==> src/rtl/vecmap_pkg.sv <==
// package: address map constants, vector slot table and carrier structs
// assumes: 64 KB byte-addressed space shared by program, data and registers
package vecmap_pkg;

  localparam int          ADDR_W         = 16;
  localparam int          DATA_W         = 8;
  // vector table area
  localparam logic [15:0] VEC_BASE       = 16'h0000;
  localparam logic [15:0] VEC_LAST       = 16'h003F;
  localparam logic [15:0] RESET_VEC      = 16'h0000;
  localparam logic [15:0] BRK_VEC        = 16'h003E;
  localparam logic [15:0] SER6_TX_VEC    = 16'h0016;
  localparam logic [15:0] WATCH_INT_VEC  = 16'h0028;
  // memory size selection
  localparam logic [7:0]  MSS_RESET      = 8'hCF;
  localparam logic [7:0]  MSS_8K         = 8'h42;
  localparam logic [7:0]  MSS_16K        = 8'h44;
  localparam logic [7:0]  MSS_24K        = 8'hC6;
  localparam logic [7:0]  MSS_32K        = 8'hC8;
  // internal rom top addresses
  localparam logic [15:0] ROM_TOP_8K     = 16'h1FFF;
  localparam logic [15:0] ROM_TOP_16K    = 16'h3FFF;
  localparam logic [15:0] ROM_TOP_24K    = 16'h5FFF;
  localparam logic [15:0] ROM_TOP_32K    = 16'h7FFF;
  localparam logic [15:0] ROM_TOP_RESET  = 16'h7FFF;

  typedef enum logic [2:0] {
    ST_IDLE  = 3'b000,
    ST_LOW   = 3'b001,
    ST_HIGH  = 3'b010,
    ST_LOAD  = 3'b011,
    ST_RUN   = 3'b100
  } vec_state_t;

  // interrupt acknowledge from the core
  typedef struct packed {
    logic       ack;
    logic [4:0] slot;
  } irq_ack_t;

  // program memory read request
  typedef struct packed {
    logic        rd;
    logic [15:0] addr;
  } mem_req_t;

endpackage

==> src/rtl/vec_slot_map.sv <==
// holds: slot number to vector address and rom extent decode
// assumes: slot numbers come from the core's acknowledge logic
`timescale 1ns/100ps
`default_nettype none
module vec_slot_map
(
  // slot and size select
  input  wire logic [4:0]  i_slot,
  input  wire logic [7:0]  i_size_sel,
  // decoded results
  output logic      [15:0] o_vec_addr,
  output logic      [15:0] o_rom_top
);

  // slot n sits at byte 2*n, always inside 0000H..003FH
  assign o_vec_addr = {10'h000, i_slot, 1'b0}; // RL10 RL6

  always_comb
  begin
    unique case (i_size_sel) // RL4
      vecmap_pkg::MSS_8K:  o_rom_top = vecmap_pkg::ROM_TOP_8K;
      vecmap_pkg::MSS_16K: o_rom_top = vecmap_pkg::ROM_TOP_16K;
      vecmap_pkg::MSS_24K: o_rom_top = vecmap_pkg::ROM_TOP_24K;
      vecmap_pkg::MSS_32K: o_rom_top = vecmap_pkg::ROM_TOP_32K;
      default:             o_rom_top = vecmap_pkg::ROM_TOP_RESET;
    endcase
  end

endmodule // vec_slot_map
`default_nettype wire

==> src/rtl/vector_table_memory_map.sv <==
// holds: reset / interrupt vector fetch and program address source
// assumes: program memory answers a read one cycle after o_MEM_RD
// Notes on behaviour
// (RL1) one linear 64 KB address space holds program, data and registers.
// (RL2) memory size selection setting reads CFH after reset on every variant.
// (RL3) software programs the size setting to match installed rom capacity.
// (RL4) internal rom spans zero up to 1FFFH, 3FFFH, 5FFFH or 7FFFH.
// (RL5) instruction fetches normally take their address from the program counter.
// (RL6) bytes 0000H to 003FH are reserved for the vector table.
// (RL7) reset or acknowledged interrupt branches to that source's vector slot.
// (RL8) each vector stores low byte at even, high byte at odd address.
// (RL9) address zero slot is shared by all reset sources.
// (RL10) each interrupt source owns a fixed two-byte slot, e.g. 0016H, 0028H, 003EH.
// (RL11) on reset the program counter loads from bytes 0000H and 0001H.
// (RL12) both slot bytes are read, then pc loads before handler fetch.
`timescale 1ns/100ps
`default_nettype none
module vector_table_memory_map
(
  // clock and reset
  input  wire logic        I_CLK,
  input  wire logic        I_RST,
  // reset sources sharing slot zero
  input  wire logic        i_EXT_RESET,
  input  wire logic        i_POWER_ON_CLEAR,
  input  wire logic        i_LOW_VOLTAGE_DETECT,
  input  wire logic        i_CLOCK_MONITOR,
  input  wire logic        i_WATCHDOG_RESET_SOURCE,
  // interrupt acknowledge
  input  wire vecmap_pkg::irq_ack_t i_IRQ,
  // core fetch side
  input  wire logic        i_PC_ADVANCE,
  input  wire logic [15:0] i_PC_STEP,
  input  wire logic        i_SIZE_WR,
  input  wire logic [7:0]  i_SIZE_DATA,
  // program memory
  input  wire logic [7:0]  i_MEM_DATA,
  output vecmap_pkg::mem_req_t o_MEM,
  // status
  output logic [15:0]      o_PC,
  output logic             o_PC_VALID,
  output logic             o_VEC_BUSY,
  output logic [7:0]       o_SIZE_SEL,
  output logic [15:0]      o_ROM_TOP,
  output logic             o_ADDR_IN_ROM
);

  vecmap_pkg::vec_state_t state_reg;
  vecmap_pkg::vec_state_t state_next;
  logic [15:0] pc_reg;
  logic [15:0] slot_addr_reg;
  logic [7:0]  low_byte_reg;
  logic [7:0]  size_reg;
  logic        any_reset;
  logic [15:0] vec_addr;
  logic [15:0] rom_top;

  // all reset sources share slot zero
  assign any_reset = i_EXT_RESET | i_POWER_ON_CLEAR | i_LOW_VOLTAGE_DETECT
                   | i_CLOCK_MONITOR | i_WATCHDOG_RESET_SOURCE; // RL9

  vec_slot_map u_map
  (
    .i_slot     (i_IRQ.slot),
    .i_size_sel (size_reg),
    .o_vec_addr (vec_addr),
    .o_rom_top  (rom_top)
  );

  always_comb
  begin
    state_next = state_reg;
    unique case (state_reg)
      vecmap_pkg::ST_IDLE: state_next = vecmap_pkg::ST_LOW;
      vecmap_pkg::ST_LOW:  state_next = vecmap_pkg::ST_HIGH;
      vecmap_pkg::ST_HIGH: state_next = vecmap_pkg::ST_LOAD;
      vecmap_pkg::ST_LOAD: state_next = vecmap_pkg::ST_RUN; // RL12
      vecmap_pkg::ST_RUN:  if (i_IRQ.ack) state_next = vecmap_pkg::ST_LOW; // RL7
      default:             state_next = vecmap_pkg::ST_IDLE;
    endcase
    if (any_reset)
      state_next = vecmap_pkg::ST_IDLE;
  end

  always_ff @(posedge I_CLK or posedge I_RST)
  begin
    if (I_RST)
      state_reg <= vecmap_pkg::ST_IDLE;
    else
      state_reg <= state_next;
  end

  // slot address latched at reset or acknowledge
  always_ff @(posedge I_CLK or posedge I_RST)
  begin
    if (I_RST)
      slot_addr_reg <= vecmap_pkg::RESET_VEC;
    else if (any_reset || state_reg == vecmap_pkg::ST_IDLE)
      slot_addr_reg <= vecmap_pkg::RESET_VEC; // RL11 RL9
    else if (state_reg == vecmap_pkg::ST_RUN && i_IRQ.ack)
      slot_addr_reg <= vec_addr; // RL7
  end

  // memory requests: even byte then odd byte, then pc fetches in run
  always_comb
  begin
    o_MEM.rd   = 1'b0;
    o_MEM.addr = pc_reg; // RL5
    if (state_reg == vecmap_pkg::ST_LOW)
    begin
      o_MEM.rd   = 1'b1;
      o_MEM.addr = slot_addr_reg; // RL8
    end
    else if (state_reg == vecmap_pkg::ST_HIGH)
    begin
      o_MEM.rd   = 1'b1;
      o_MEM.addr = slot_addr_reg | 16'h0001; // RL8
    end
    else if (state_reg == vecmap_pkg::ST_RUN)
      o_MEM.rd   = 1'b1;
  end

  always_ff @(posedge I_CLK or posedge I_RST)
  begin
    if (I_RST)
      low_byte_reg <= 8'h00;
    else if (state_reg == vecmap_pkg::ST_HIGH)
      low_byte_reg <= i_MEM_DATA; // RL8
  end

  // 16-bit pc wraps within 64 KB
  always_ff @(posedge I_CLK or posedge I_RST)
  begin
    if (I_RST)
      pc_reg <= 16'h0000;
    else if (state_reg == vecmap_pkg::ST_LOAD)
      pc_reg <= {i_MEM_DATA, low_byte_reg}; // RL12 RL11 RL8
    else if (state_reg == vecmap_pkg::ST_RUN && i_PC_ADVANCE && !i_IRQ.ack)
      pc_reg <= pc_reg + i_PC_STEP; // RL1 RL5
  end

  always_ff @(posedge I_CLK or posedge I_RST)
  begin
    if (I_RST)
      size_reg <= vecmap_pkg::MSS_RESET; // RL2
    else if (any_reset)
      size_reg <= vecmap_pkg::MSS_RESET; // RL2
    else if (i_SIZE_WR)
      size_reg <= i_SIZE_DATA; // RL3
  end

  assign o_PC          = pc_reg;
  assign o_PC_VALID    = (state_reg == vecmap_pkg::ST_RUN);
  assign o_VEC_BUSY    = (state_reg != vecmap_pkg::ST_RUN);
  assign o_SIZE_SEL    = size_reg;
  assign o_ROM_TOP     = rom_top;
  assign o_ADDR_IN_ROM = (pc_reg <= rom_top); // RL4

  a_reset_slot: assert property (@(posedge I_CLK) disable iff (I_RST)
    state_reg == vecmap_pkg::ST_LOW |-> o_MEM.addr == slot_addr_reg) // RL7
    else $error("vector low byte read from wrong address");
  a_reset_zero: assert property (@(posedge I_CLK) disable iff (I_RST)
    $rose(any_reset) |=> slot_addr_reg == vecmap_pkg::RESET_VEC) // RL9
    else $error("reset did not select slot zero");
  a_size_reset: assert property (@(posedge I_CLK) disable iff (I_RST)
    any_reset |=> size_reg == vecmap_pkg::MSS_RESET) // RL2
    else $error("size setting not CFH after reset");
  a_odd_high: assert property (@(posedge I_CLK) disable iff (I_RST)
    state_reg == vecmap_pkg::ST_LOW && !any_reset |=> o_MEM.addr[0] == 1'b1) // RL8
    else $error("high byte not read from odd address");
  a_pc_assemble: assert property (@(posedge I_CLK) disable iff (I_RST)
    state_reg == vecmap_pkg::ST_LOAD && !any_reset
      |=> pc_reg == {$past(i_MEM_DATA), $past(low_byte_reg)}) // RL12
    else $error("pc not loaded from vector bytes");
  a_vec_area: assert property (@(posedge I_CLK) disable iff (I_RST)
    o_VEC_BUSY && o_MEM.rd |-> o_MEM.addr <= vecmap_pkg::VEC_LAST) // RL6
    else $error("vector read outside table");
  a_ack_sequence: assert property (@(posedge I_CLK) disable iff (I_RST)
    o_PC_VALID && i_IRQ.ack && !any_reset
      |=> state_reg == vecmap_pkg::ST_LOW ##1 state_reg == vecmap_pkg::ST_HIGH) // RL7
    else $error("acknowledge did not start vector fetch");
  a_run_fetch: assert property (@(posedge I_CLK) disable iff (I_RST)
    o_PC_VALID |-> o_MEM.addr == pc_reg) // RL5
    else $error("fetch address not from pc");
  a_brk_slot: assert property (@(posedge I_CLK) disable iff (I_RST)
    o_PC_VALID && i_IRQ.ack && i_IRQ.slot == 5'h1F && !any_reset
      |=> slot_addr_reg == vecmap_pkg::BRK_VEC) // RL10
    else $error("break slot address wrong");
  a_rom_top: assert property (@(posedge I_CLK) disable iff (I_RST)
    size_reg == vecmap_pkg::MSS_8K |-> o_ROM_TOP == vecmap_pkg::ROM_TOP_8K) // RL4
    else $error("rom extent wrong for 8 KB");
  a_pc_width: assert property (@(posedge I_CLK) disable iff (I_RST)
    $past(o_PC_VALID) && $past(i_PC_ADVANCE) && o_PC_VALID && !$past(i_IRQ.ack)
      |-> pc_reg == 16'($past(pc_reg) + $past(i_PC_STEP))) // RL1
    else $error("pc did not wrap within 64 KB");

endmodule // vector_table_memory_map
`default_nettype wire

==> config.mk <==
export PLATFORM = sky130hd
export DESIGN_NAME = vector_table_memory_map
export DESIGN_NICKNAME = d
export VERILOG_FILES = /design/src/rtl/vecmap_pkg.sv /design/src/rtl/vec_slot_map.sv /design/src/rtl/vector_table_memory_map.sv
export SDC_FILE = /design/constraint.sdc
export NUM_CORES = 1
export LEC_CHECK = 0
export ABC_CLOCK_PERIOD_IN_PS = 3300
export BUFFER_PORTS_ARGS = -buffer_cell sky130_fd_sc_hd__buf_2
export CORE_MARGIN = 4
export CORE_UTILIZATION = 50
export CTS_BUF_LIST = sky130_fd_sc_hd__clkbuf_8
export DETAILED_ROUTE_END_ITERATION = 10
export PLACE_DENSITY = 0.81
export SYNTH_ARGS = -nofsm -noshare
export SYNTH_HDL_FRONTEND = slang
export SYNTH_SLANG_ARGS = --single-unit
==> constraint.sdc <==
create_clock -name I_CLK -period 3.3 [get_ports I_CLK]
set_input_delay 0.165 -clock I_CLK [delete_from_list [all_inputs] [get_ports I_CLK]]
set_output_delay 0.165 -clock I_CLK [all_outputs]
set_load 0.005 [all_outputs]
**After elaboration in Yosys (flattened, before gate mapping)**

Cells that the tools add are included.

- Output and inout bits: 60
- Word-level logic and storage cells: 43
- Input bits: 47
- Flip-flop bits (word level): 51

- Eq/ne operators: 9
- Multiplexer cells: 14
- $lt $le $gt $ge: 1
- Reduce and logical (&&, ||, !) cells: 9
- Bitwise logic cells: 4
- Add/sub/neg operators: 1

Operators with widths:

| kind | count |
|---|---|
| $mux W16 | 5 |
| $pmux W15 S3 | 1 |
| $mux W17 | 1 |
| $add A16 B16 Y16 | 1 |
| $eq A8 B7 Y1 const B | 2 |
| $le A16 B16 Y1 | 1 |
| $mux W8 | 2 |
| $pmux W3 S5 | 1 |
| $eq A8 B8 Y1 const B | 1 |
| $eq A3 B2 Y1 const B | 2 |
| $mux W3 | 2 |
| $reduce_bool A2 Y1 | 3 |
| $or A1 B1 Y1 | 4 |
| $eq A3 B1 Y1 const B | 1 |
| $eq A3 B3 Y1 const B | 1 |
| $logic_and A1 B1 Y1 | 3 |
| $logic_not A3 Y1 | 1 |
| $ne A3 B2 Y1 const B | 1 |
| $ne A3 B3 Y1 const B | 1 |
| $mux W1 | 2 |
| $logic_not A1 Y1 | 1 |
| $logic_or A1 B1 Y1 | 1 |

**Longest topological paths before layout**

Gate-level depths: netlist (run 1).

- Depth in word-level cells: 6
- Mapped depth: 10
- Gate-level depth less buffers: 10

**Cells and area by module**

Synthesis (run 1) repeated with hierarchy kept, for this count alone.

- Cells, all modules: 438
- Area, all modules: 3,895.0 µm²

By module, submodules not included:

| module | cells each | times used | area an instance (µm²) | sequential area each (µm²) |
|---|---|---|---|---|
| vector_table_memory_map | 400 | 1 | 3,613.5 | 1,283.7 |
| vec_slot_map | 38 | 1 | 281.5 | 0.0 |

**Worst setup path before layout (run 1)**

Ideal clock, no wire load.

- Kind: register -> register
- From: reg pc_reg[0] (netlist: o_PC[0])
- To: reg pc_reg[14] (netlist: o_PC[14])
- Path buffers: 0
- Period minus slack after synthesis: 2,336 ps
- Cell stages (with the launch flop): 11
- Arrival: 2,207 ps
- Data required time: 3,171 ps
- Setup time: 129 ps
- Slack: 964 ps
- Cell sequence: dfrtp_1 > ha_1 > inv_1 > fa_1 > nor2b_1 > o21ai_0 > a21oi_1 > nor3_1 > o41ai_1 > nand4_1 > nor3b_1

- Word-level cells in the longest chain between the ends: 3

Ends and longest elaborated chain:

| element | line | RTL |
|---|---|---|
| from (decl) | vector_table_memory_map.sv:50 | `logic [15:0] pc_reg;` |
| from (signal assigned) | vector_table_memory_map.sv:137 | `pc_reg <= {i_MEM_DATA, low_byte_reg};` |
| from (signal assigned) | vector_table_memory_map.sv:139 | `pc_reg <= pc_reg + i_PC_STEP;` |
| $add A16 B16 Y16 | vector_table_memory_map.sv:139 |  |
| $mux W16 | vector_table_memory_map.sv:138 | `else if (state_reg == vecmap_pkg::ST_RUN && i_PC_ADVANCE && !i_IRQ.ack)` |
| $mux W16 | vector_table_memory_map.sv:136 | `else if (state_reg == vecmap_pkg::ST_LOAD)` |

No other way between the ends. The select of a mux whose other input is x is not followed.
A chain may end at the register's enable or synchronous reset.

**Worst setup path in the final report (run 1)**

Ends and elaborated chain as after synthesis.

==> results.sh, run 1 <==
export IMPL_switching_share_pct=27.44
export IMPL_fin_crit_sh_pct=80.67
export IMPL_die_w_um=84.74
export IMPL_yosys_warnings=0
export IMPL_slew_violations=0
export IMPL_seq_area_frac_synth_pct=34.25
export IMPL_cp_num_buf_inv=1
export IMPL_dp_hpwl_mm=6.167
export IMPL_holdPathStages=3
export IMPL_dp_cells=473
export IMPL_post_cts_buffers=0
export IMPL_postSynthAreaPerCell_um2=9.143
export IMPL_drv_cap=0
export IMPL_num_rows=27
export IMPL_drc=0
export IMPL_n_antenna_cell=0
export IMPL_die_area_um2=7180
export IMPL_post_drt_wl_per_cell_um=16.43
export IMPL_numCtsBuffers=5
export IMPL_gp_congestion=0.8554
export IMPL_min_to="o_SIZE_SEL[3]"
export IMPL_overflow=0
export IMPL_power_share_clock_pct=32.3
export IMPL_seq_power_share_pct=47.7
export IMPL_clk_pin_slew_ps=70
export IMPL_min_from="i_SIZE_DATA[3]"
export IMPL_rsz0062_at_grt="false"
export IMPL_first_global_vias=2699
export IMPL_cts_buffer_depth=2
export IMPL_fillers=530
export IMPL_cpPeakStageDelay_ps=490
export IMPL_worstReg2RegStart="o_PC[0]"
export IMPL_grt_max_degree=41
export IMPL_grt_use_total_pct=22.51
export IMPL_arrival_ps=2830
export IMPL_final_cell_mix="92 x buf_2, 34 x dfrtp_1, 26 x nand2_1"
export IMPL_p_comb_share_pct=20.0
export IMPL_dr_total_vias=2635
export IMPL_cts_tree="yes"
export IMPL_synth_enable_flop_cells=0
export IMPL_intPower_mw=0.7868
export IMPL_drt_iter0_drc=176
export IMPL_ff2ff_setup_slack_ps=640
export IMPL_root_buffer="clkbuf_8"
export IMPL_ys_async_sr_fraction_pct=100.0
export IMPL_fmax_mhz=375.6
export IMPL_largest_reg_flops=16
export IMPL_final_cells=481
export IMPL_vias_per_cell=5.478
export IMPL_skew_ps=1.419
export IMPL_worstSetupEndpointType="flop"
export IMPL_p_switching_mw=0.2975
export IMPL_syn_inst=322
export IMPL_path_class="flop to flop"
export IMPL_final_setup_viol_count=0
export IMPL_layout_commonest_cell="buf_2"
export IMPL_path_cells="ha_1, inv_1, fa_1, nor2b_1, o21ai_0, a21oi_1, nor3_1, o41ai_1, nand4_1, nor3b_1"
export IMPL_crit_family="compound AO/OA/AOI/OAI gates"
export IMPL_layout_min_cycle_time_ps=2662
export IMPL_postRouteAntennaNets=0
export IMPL_io_pins=107
export IMPL_synth_seq_cells=40
export IMPL_layout_drive_gt1_share_pct=33.50
export IMPL_slew_headroom_pct=59.43
export IMPL_ir_worst_vdd_v=0.0002830
export IMPL_worstSkewPairLatency_ps=290
export IMPL_htreeDepth=2
export IMPL_worstMarginPinSlew_ps=603.3
export IMPL_nets=474
export IMPL_ys_flop_type="dfrtp_1"
export IMPL_grt_first_pass_wirelength_mm=13.19
export IMPL_hold_slack_ps=97.50
export IMPL_worstPathRequired_ps=3470
export IMPL_routed_wl_mm=7.903
export IMPL_r2r_cells=10
export IMPL_cts_sinks=40
export IMPL_cp_slowest_cell="o41ai_1"
export IMPL_p_leak_nw=1.753
export IMPL_critPathLaunchType="flop"
export IMPL_initial_core_util_pct=52.50
export IMPL_path_max_fanout=6
export IMPL_core_area_um2=5608
export IMPL_dr_pass1_iters=4
export IMPL_hold_viol_final=0
export IMPL_reg2reg_to="o_PC[14]"
export IMPL_netlist_area_um2=2944
export IMPL_powerDensity_nw_per_um2=310.3
export IMPL_area_delta_synth_final_pct=18.70
export IMPL_grt_antenna_before_repair=0
export IMPL_yosysUniqueCellTypes=52
export IMPL_die_h_um=84.74
export IMPL_finalSetupTns_ps=0
export IMPL_port_buffers=92
export IMPL_holdCritPathClass="primary input to flop"
export IMPL_status="complete, no violations"
## metal layers
layer / vias to the layer above / global-route usage [%] / wire, um
met3: 14 / 5.103 / 600
li1: 1288 / - / -
met2: 93 / 36.44 / 3807
met5: - / 0 / 0
met1: 1240 / 29.77 / 3338
met4: 0 / 7.338 / 157
## worst max path at each step
| stage | start | end | depth (start not counted) |
|---|---|---|---|
| after CTS | o_PC[0] | o_PC[14] | 10 |
| after floorplan | o_PC[0] | o_PC[14] | 10 |
| after detailed placement | o_PC[0] | o_PC[14] | 10 |
| final | o_PC[0] | o_PC[14] | 10 |
| after global placement | o_PC[0] | o_PC[14] | 10 |
| after global routing | o_PC[0] | o_PC[14] | 10 |
## kinds of logic after synthesis
logic type	share of synthesized area (%)
compound gates	17.34
flops	34.25
xor+xnor	4.462
buf+inv	7.820
simple gates	16.83
other cells	0.2551
fa+ha+maj	7.905
mux	11.13
## power groups by stage
stage / clock [mW] / sequential, mW / combinational [mW]
floorplan: 0 / 0.522 / 0.150
global placement: 0 / 0.526 / 0.211
detailed placement: 0 / 0.526 / 0.213
CTS: 0.355 / 0.517 / 0.217
global route: 0.384 / 0.519 / 0.243
finish: 0.350 / 0.518 / 0.217
## stage by stage
step           utilization, %  worst slack [ps]  area, um2  power (mW)
6_report                62.32             637.8       3495       1.084
5_1_grt                 62.32             370.8       3495       1.146
4_1_cts                 62.32             628.8       3495       1.089
3_5_place_dp            60.42             641.1       3388      0.7395
3_3_place_gp            60.42             768.4       3388      0.7369
2_1_floorplan               -             964.5       2989      0.6722
## synthesized netlist by cell type, types with 5 or more instances
| library cell | instances | share of area, % |
|---|---|---|
| clkbuf_1 | 6 | 0.76 |
| o21ai_0 | 18 | 3.1 |
| dfrtp_1 | 34 | 29 |
| nand4_1 | 5 | 1.1 |
| nor2b_1 | 14 | 3.0 |
| nor2_1 | 24 | 3.1 |
| o22ai_1 | 7 | 1.5 |
| dfstp_2 | 6 | 5.4 |
| mux2_2 | 14 | 5.4 |
| buf_4 | 16 | 4.1 |
| nand2_1 | 26 | 3.3 |
| nor3_1 | 5 | 0.85 |
| mux2i_1 | 17 | 5.8 |
| inv_1 | 13 | 1.7 |
| a21oi_1 | 19 | 3.2 |
| ha_1 | 17 | 7.2 |
| nor4_1 | 5 | 1.1 |
| xnor2_1 | 11 | 3.3 |
## repair_timing
action / in CTS / in global routing
resized for setup: 0 / 0
hold buffers: 1 / 0
hold endpoints to repair: 22 / 0
## area by class of cell
cell class	instances	area [um2]	share of cell area [%]
inverters	13	48.80	1.396
clock buffers	7	96.34	2.757
multi-input cells	252	1750	50.09
repair buffers	97	500.5	14.32
well taps	72	90.09	2.578
flip-flops and latches	40	1008	28.86
## worst reg2reg max path, stage by stage (launching register included)
cell and delay, ps:
dfrtp_1 430, ha_1 240, inv_1 70, fa_1 400
nor2b_1 120, o21ai_0 100, a21oi_1 280, nor3_1 130
o41ai_1 490, nand4_1 130, nor3b_1 150
No activity file was read; power rests on OpenSTA's default activity.
==> inputs of run 2 (changes only) <==
Settings changed: ABC_AREA from default to 1, ABC_CLOCK_PERIOD_IN_PS 3300 to 2700, PLACE_DENSITY 0.81 to 0.8.
Clock period 3.3 ns to 2.7 ns, I/O delays scaled along.
==> results.sh, run 2 <==
export IMPL_netlist_area_um2=3148
export IMPL_yosys_warnings=0
export IMPL_slew_violations=0
export IMPL_hold_slack_ps=35.41
export IMPL_dr_pass1_iters=5
export IMPL_arrival_ps=2270
export IMPL_place_area_um2=3616
export IMPL_grt_antenna_before_repair=0
export IMPL_grt_first_pass_wirelength_mm=13.54
export IMPL_n_antenna_cell=0
export IMPL_top_usage_layer="met2"
export IMPL_hold_buffers=0
export IMPL_design_area_um2=3706
export IMPL_r2r_cells=11
export IMPL_cpMostUsedCell="nor2_1"
export IMPL_cts_resized=0
export IMPL_final_cells=632
export IMPL_fin_util_pct=61.50
export IMPL_dr_total_vias=3167
export IMPL_dp_cells=624
export IMPL_vias_per_cell=5.011
export IMPL_fin_crit_sh_pct=88.93
export IMPL_cts_sinks=40
export IMPL_holdCritPathClass="primary input to asynchronous set/reset pin"
export IMPL_postRouteAntennaNets=0
export IMPL_post_drt_wl_per_cell_um=12.88
export IMPL_hold_viol_final=0
export IMPL_largest_reg_flops=16
export IMPL_slew_headroom_pct=38.87
export IMPL_pre_cts_ws_ps=598.1
export IMPL_critPathLaunchType="flop"
export IMPL_synth_largest_area_cell="dfrtp_1"
export IMPL_drc=0
export IMPL_post_cts_buffers=0
export IMPL_worstMarginPinSlew_ps=915.9
export IMPL_die_area_um2=7629
export IMPL_drt_iter0_drc=144
export IMPL_layout_drive_gt1_share_pct=22.62
export IMPL_p_leak_nw=2.225
export IMPL_num_rows=28
export IMPL_die_w_um=87.35
export IMPL_port_buffers=92
export IMPL_grt_use_total_pct=22.12
export IMPL_worstSetupEndpointType="output port"
export IMPL_cts_tree="yes"
export IMPL_finalSetupTns_ps=0
export IMPL_synth_enable_flop_cells=0
export IMPL_drv_cap=0
export IMPL_synth_common_cells="130 x nand2_1, 92 x inv_1, 34 x dfrtp_1"
export IMPL_final_setup_viol_count=0
export IMPL_layout_commonest_cell="nand2_1"
export IMPL_path_cells="inv_1, nor2_1, inv_1, nor4_1, nor2_1, inv_1, ha_1, nand3_1, nor4_1, nor2_1, nor2_1, buf_2"
export IMPL_yosysUniqueCellTypes=40
export IMPL_gp_congestion=0.8722
export IMPL_worstPathRequired_ps=2570
export IMPL_cp_slowest_cell="dfstp_2"
export IMPL_path_max_fanout=3
export IMPL_final_cell_mix="130 x nand2_1, 94 x inv_1, 92 x buf_2"
export IMPL_use_met1_pct=28.36
export IMPL_grt_max_degree=25
export IMPL_p_total_mw=1.303
export IMPL_nets=621
export IMPL_synth_seq_cells=40
export IMPL_yosysMostFrequentCell="nand2_1"
export IMPL_status="complete, no violations"
export IMPL_synthTopCellsByArea="dfrtp_1 27%, nand2_1 16%, inv_1 11%"
export IMPL_ir_worst_vdd_v=0.0003380
export IMPL_ff2ff_setup_slack_ps=710
export IMPL_synth_top_cell_area_share_pct=27.03
export IMPL_clk_pin_slew_ps=80
export IMPL_overflow=0
export IMPL_initial_core_util_pct=52.24
export IMPL_io_pins=107
export IMPL_ys_flop_type="dfrtp_1"
export IMPL_cts_buffer_depth=2
export IMPL_path_class="flop to output port"
export IMPL_seq_area_frac_synth_pct=32.03
export IMPL_worstSkewPairLatency_ps=290
export IMPL_routed_wl_mm=8.137
export IMPL_area_delta_synth_final_pct=17.73
export IMPL_postSynthAreaPerCell_um2=6.799
export IMPL_syn_inst=463
export IMPL_root_buffer="clkbuf_8"
export IMPL_numCtsBuffers=5
export IMPL_layout_min_cycle_time_ps=2401
export IMPL_rsz0062_at_grt="false"
export IMPL_skew_ps=8.300
export IMPL_ys_async_sr_fraction_pct=100.0
export IMPL_core_area_um2=6026
export IMPL_die_h_um=87.35
export IMPL_dp_hpwl_mm=6.585
export IMPL_use_met3_pct=4.257
export IMPL_htreeDepth=2
export IMPL_first_global_vias=3090
export IMPL_powerDensity_nw_per_um2=351.6
export IMPL_fin_ws_ps=298.8
export IMPL_grt_use_met2_pct=37.95
export IMPL_cpPeakStageDelay_ps=550
export IMPL_fmax_mhz=416.5
## run 2: cell count changes after synthesis, moves of 5 or more
cell / previous run / this run
nand3_1: 4 / 26
nand2_1: 26 / 130
mux2_2: 14 / 0
mux2i_1: 17 / 0
o21ai_1: 0 / 7
xnor2_1: 11 / 2
nor2_1: 24 / 30
o21ai_0: 18 / 25
nor2b_1: 14 / 0
clkbuf_1: 6 / 1
inv_1: 13 / 92
## run 2: kinds of logic after synthesis
kind of cell             synth area share (%)
XOR/XNOR                                1.113
adder cells (fa/ha/maj)                 7.393
other                                  0.2386
AND/OR/NAND/NOR                         31.24
AO/OA/AOI/OAI                           11.80
buffers and inverters                   16.18
flip-flops                              32.04
## run 2: report_power, final
group          internal (mW)  switching, mW  leakage [nW]
combinational          0.109          0.159          1.70
sequential             0.616         0.0198         0.475
clock                  0.201          0.198        0.0538
## run 2: final timing paths
kind	from	to
worst min register to register	low_byte_reg[1]	low_byte_reg[1]
worst max register to register	o_PC[0]	o_PC[8]
worst min-delay path	I_RST	o_PC[15]
max in group asynchronous	I_RST	o_SIZE_SEL[6]
min in group I_CLK	i_SIZE_DATA[3]	o_SIZE_SEL[3]
worst max-delay path	o_SIZE_SEL[1]	o_ADDR_IN_ROM
## run 2: critical path: cells and delay by family, from the launching register on
kind	cells	cell delay (ps)
buffers and inverters	4	290
DFF	1	550
adders and majority gates	1	130
and+or+nand+nor	7	1010
## run 2: final cells by class
| class | count | area (um2) |
|---|---|---|
| fillers | 579 | 2320 |
| multi-input cells | 319 | 1675 |
| flip-flops and latches | 40 | 1008 |
| repair buffers | 94 | 475.5 |
| inverters | 96 | 362.8 |
| well taps | 75 | 93.84 |
| clock buffers | 6 | 82.58 |
| clock inverters | 2 | 7.507 |
## run 2: layer usage
layer / part of all wire, % / up-vias
li1: - / 1606
met1: 44 / 1441
met2: 47 / 105
met3: 7.7 / 15
met4: 1.6 / 0
met5: 0 / -
==> inputs of run 3 (changes only) <==
--- a/config.mk
+++ b/config.mk
@@ -7,3 +7,2 @@
 export LEC_CHECK = 0
-export ABC_AREA = 1
 export ABC_CLOCK_PERIOD_IN_PS = 2700
@@ -14,3 +13,4 @@
 export DETAILED_ROUTE_END_ITERATION = 10
-export PLACE_DENSITY = 0.8
+export PLACE_DENSITY = 0.81
+export RECOVER_POWER = 100
 export SYNTH_ARGS = -nofsm -noshare
--- a/constraint.sdc
+++ b/constraint.sdc
@@ -3,2 +3,2 @@
 set_output_delay 0.135 -clock I_CLK [all_outputs]
-set_load 0.005 [all_outputs]
+set_load 0.05 [all_outputs]
==> results.sh, run 3 (synthesized netlist as in run 1, its figures left out) <==
export IMPL_cpPeakStageDelay_ps=410
export IMPL_dp_hpwl_mm=6.385
export IMPL_power_share_clock_pct=33.2
export IMPL_arrival_ps=2710
export IMPL_gp_congestion=0.8745
export IMPL_p_leak_nw=1.629
export IMPL_finalSetupTns_ps=0
export IMPL_cts_sinks=40
export IMPL_routed_wl_mm=8.073
export IMPL_die_h_um=84.74
export IMPL_path_class="flop to flop"
export IMPL_grt_max_degree=41
export IMPL_clk_pin_slew_ps=90
export IMPL_port_buffers=92
export IMPL_fin_crit_sh_pct=93.74
export IMPL_slew_headroom_pct=33.78
export IMPL_fin_util_pct=61.51
export IMPL_num_rows=27
export IMPL_n_antenna_cell=0
export IMPL_layout_min_cycle_time_ps=2531
export IMPL_status="complete, no violations"
export IMPL_numCtsBuffers=5
export IMPL_fillers=509
export IMPL_slew_violations=0
export IMPL_cp_num_buf_inv=1
export IMPL_rsz0062_at_grt="false"
export IMPL_r2r_cells=10
export IMPL_crit_family="compound AO/OA/AOI/OAI gates"
export IMPL_postRouteAntennaNets=0
export IMPL_worstReg2RegStart="o_PC[0]"
export IMPL_initial_core_util_pct=52.50
export IMPL_area_delta_synth_final_pct=17.17
export IMPL_seq_power_share_pct=41.9
export IMPL_first_global_vias=2675
export IMPL_powerDensity_nw_per_um2=437.5
export IMPL_critPathLaunchType="flop"
export IMPL_drv_cap=0
export IMPL_intPower_mw=1.003
export IMPL_final_cell_mix="47 x buf_2, 38 x clkbuf_1, 34 x dfrtp_1"
export IMPL_p_comb_share_pct=25.0
export IMPL_final_setup_viol_count=0
export IMPL_nets=475
export IMPL_grt_antenna_before_repair=0
export IMPL_io_pins=107
export IMPL_worstSkewPairLatency_ps=300
export IMPL_path_depth=10
export IMPL_grt_use_total_pct=22.75
export IMPL_ff2ff_setup_slack_ps=170
export IMPL_holdCritPathClass="primary input to flop"
export IMPL_largest_reg_flops=16
export IMPL_root_buffer="clkbuf_8"
export IMPL_dr_pass1_iters=4
export IMPL_post_drt_wl_per_cell_um=16.71
export IMPL_dr_total_vias=2733
export IMPL_worstMarginPinSlew_ps=993.2
export IMPL_die_w_um=84.74
export IMPL_reg2reg_to="o_PC[14]"
export IMPL_layout_drive_gt1_share_pct=22.63
export IMPL_ir_worst_vdd_v=0.0002869
export IMPL_core_area_um2=5608
export IMPL_grt_first_pass_wirelength_mm=13.14
export IMPL_path_cells="ha_1, inv_1, fa_1, nor2b_1, o21ai_0, a21oi_1, nor3_1, o41ai_2, nand4_1, nor3b_1"
export IMPL_fmax_mhz=395.1
export IMPL_p_switching_mw=0.5060
export IMPL_skew_ps=8.512
export IMPL_cts_tree="yes"
export IMPL_worstPathRequired_ps=2880
export IMPL_cp_slowest_cell="fa_1"
export IMPL_cts_buffer_depth=2
export IMPL_post_cts_buffers=0
export IMPL_vias_per_cell=5.658
export IMPL_cp_startpoint="o_PC[0]"
export IMPL_overflow=0
export IMPL_hold_viol_final=0
export IMPL_drt_iter0_drc=139
export IMPL_worstSetupEndpointType="flop"
export IMPL_drc=0
export IMPL_htreeDepth=2
export IMPL_path_max_fanout=3
export IMPL_die_area_um2=7180
export IMPL_layout_commonest_cell="buf_2"
export IMPL_crit_end="o_PC[14]"
export IMPL_switching_share_pct=33.53
export IMPL_hold_slack_ps=61.07
-- run 3: worst min path at each step --
stage          cells past startpoint      startpoint          endpoint  slack (ps)
5_1_grt                            3  i_SIZE_DATA[3]     o_SIZE_SEL[3]          70
4_1_cts                            3  i_SIZE_DATA[7]     o_SIZE_SEL[7]          60
3_3_place_gp                       3           I_RST  slot_addr_reg[2]         280
3_5_place_dp                       3           I_RST  slot_addr_reg[1]         280
6_report                           3  i_SIZE_DATA[7]     o_SIZE_SEL[7]          60
2_1_floorplan                      2  i_SIZE_DATA[0]     o_SIZE_SEL[0]         270
-- run 3: through the flow --
stage / instance area, um2 / power, mW / setup WS (ps) / cells
final: 3450 / 1.509 / 169.1 / 483
after global routing: 3450 / 1.577 / 18.81 / 483
after CTS: 3517 / 1.517 / 90.18 / 483
after detailed placement: 3396 / 1.019 / 204.6 / 474
after global placement: 3396 / 1.014 / 273.3 / 474
after floorplan: 2989 / 0.9345 / 15.86 / 334
-- run 3: power by group through the flow --
| stage | combinational, mW | sequential (mW) | clock, mW |
|---|---|---|---|
| floorplan | 0.262 | 0.672 | 0 |
| global placement | 0.371 | 0.643 | 0 |
| detailed placement | 0.376 | 0.643 | 0 |
| CTS | 0.379 | 0.632 | 0.506 |
| global route | 0.405 | 0.635 | 0.537 |
| finish | 0.377 | 0.632 | 0.500 |
-- run 3: what timing repair did --
action | in CTS | in global routing
gates resized for setup | 0 | 4
setup endpoints to repair | 0 | 2
hold endpoints to repair | 34 | 0
hold buffers | 1 | 0
-- run 3: tightest hold or removal path, delay by kind of cell --
| family | cells | cell delay [ps] |
|---|---|---|
| buffers and inverters | 1 | 80 |
| and+or+nand+nor | 1 | 60 |
| muxes | 1 | 50 |
-- run 3: cell type report --
class                           count  area [um2]  share of cell area, %
Clock buffer                        5       68.82                  1.995
Multi-Input combinational cell    252        1735                  50.31
Timing Repair Buffer               98       455.4                  13.20
Inverter                           13       48.80                  1.415
Tap cell                           72       90.09                  2.612
Clock inverter                      3       42.54                  1.233
Sequential cell                    40        1008                  29.23
-- run 3: routing by layer --
layer  global-route usage (%)  vias up  part of all wire, %  wire (um)
li1                         -     1302                    -          -
met1                    29.94     1288                   40       3262
met2                    37.44      128                   48       3902
met3                    4.711       15                  9.1        735
met4                    7.338        0                  2.1        172
met5                        0        -                    0          0
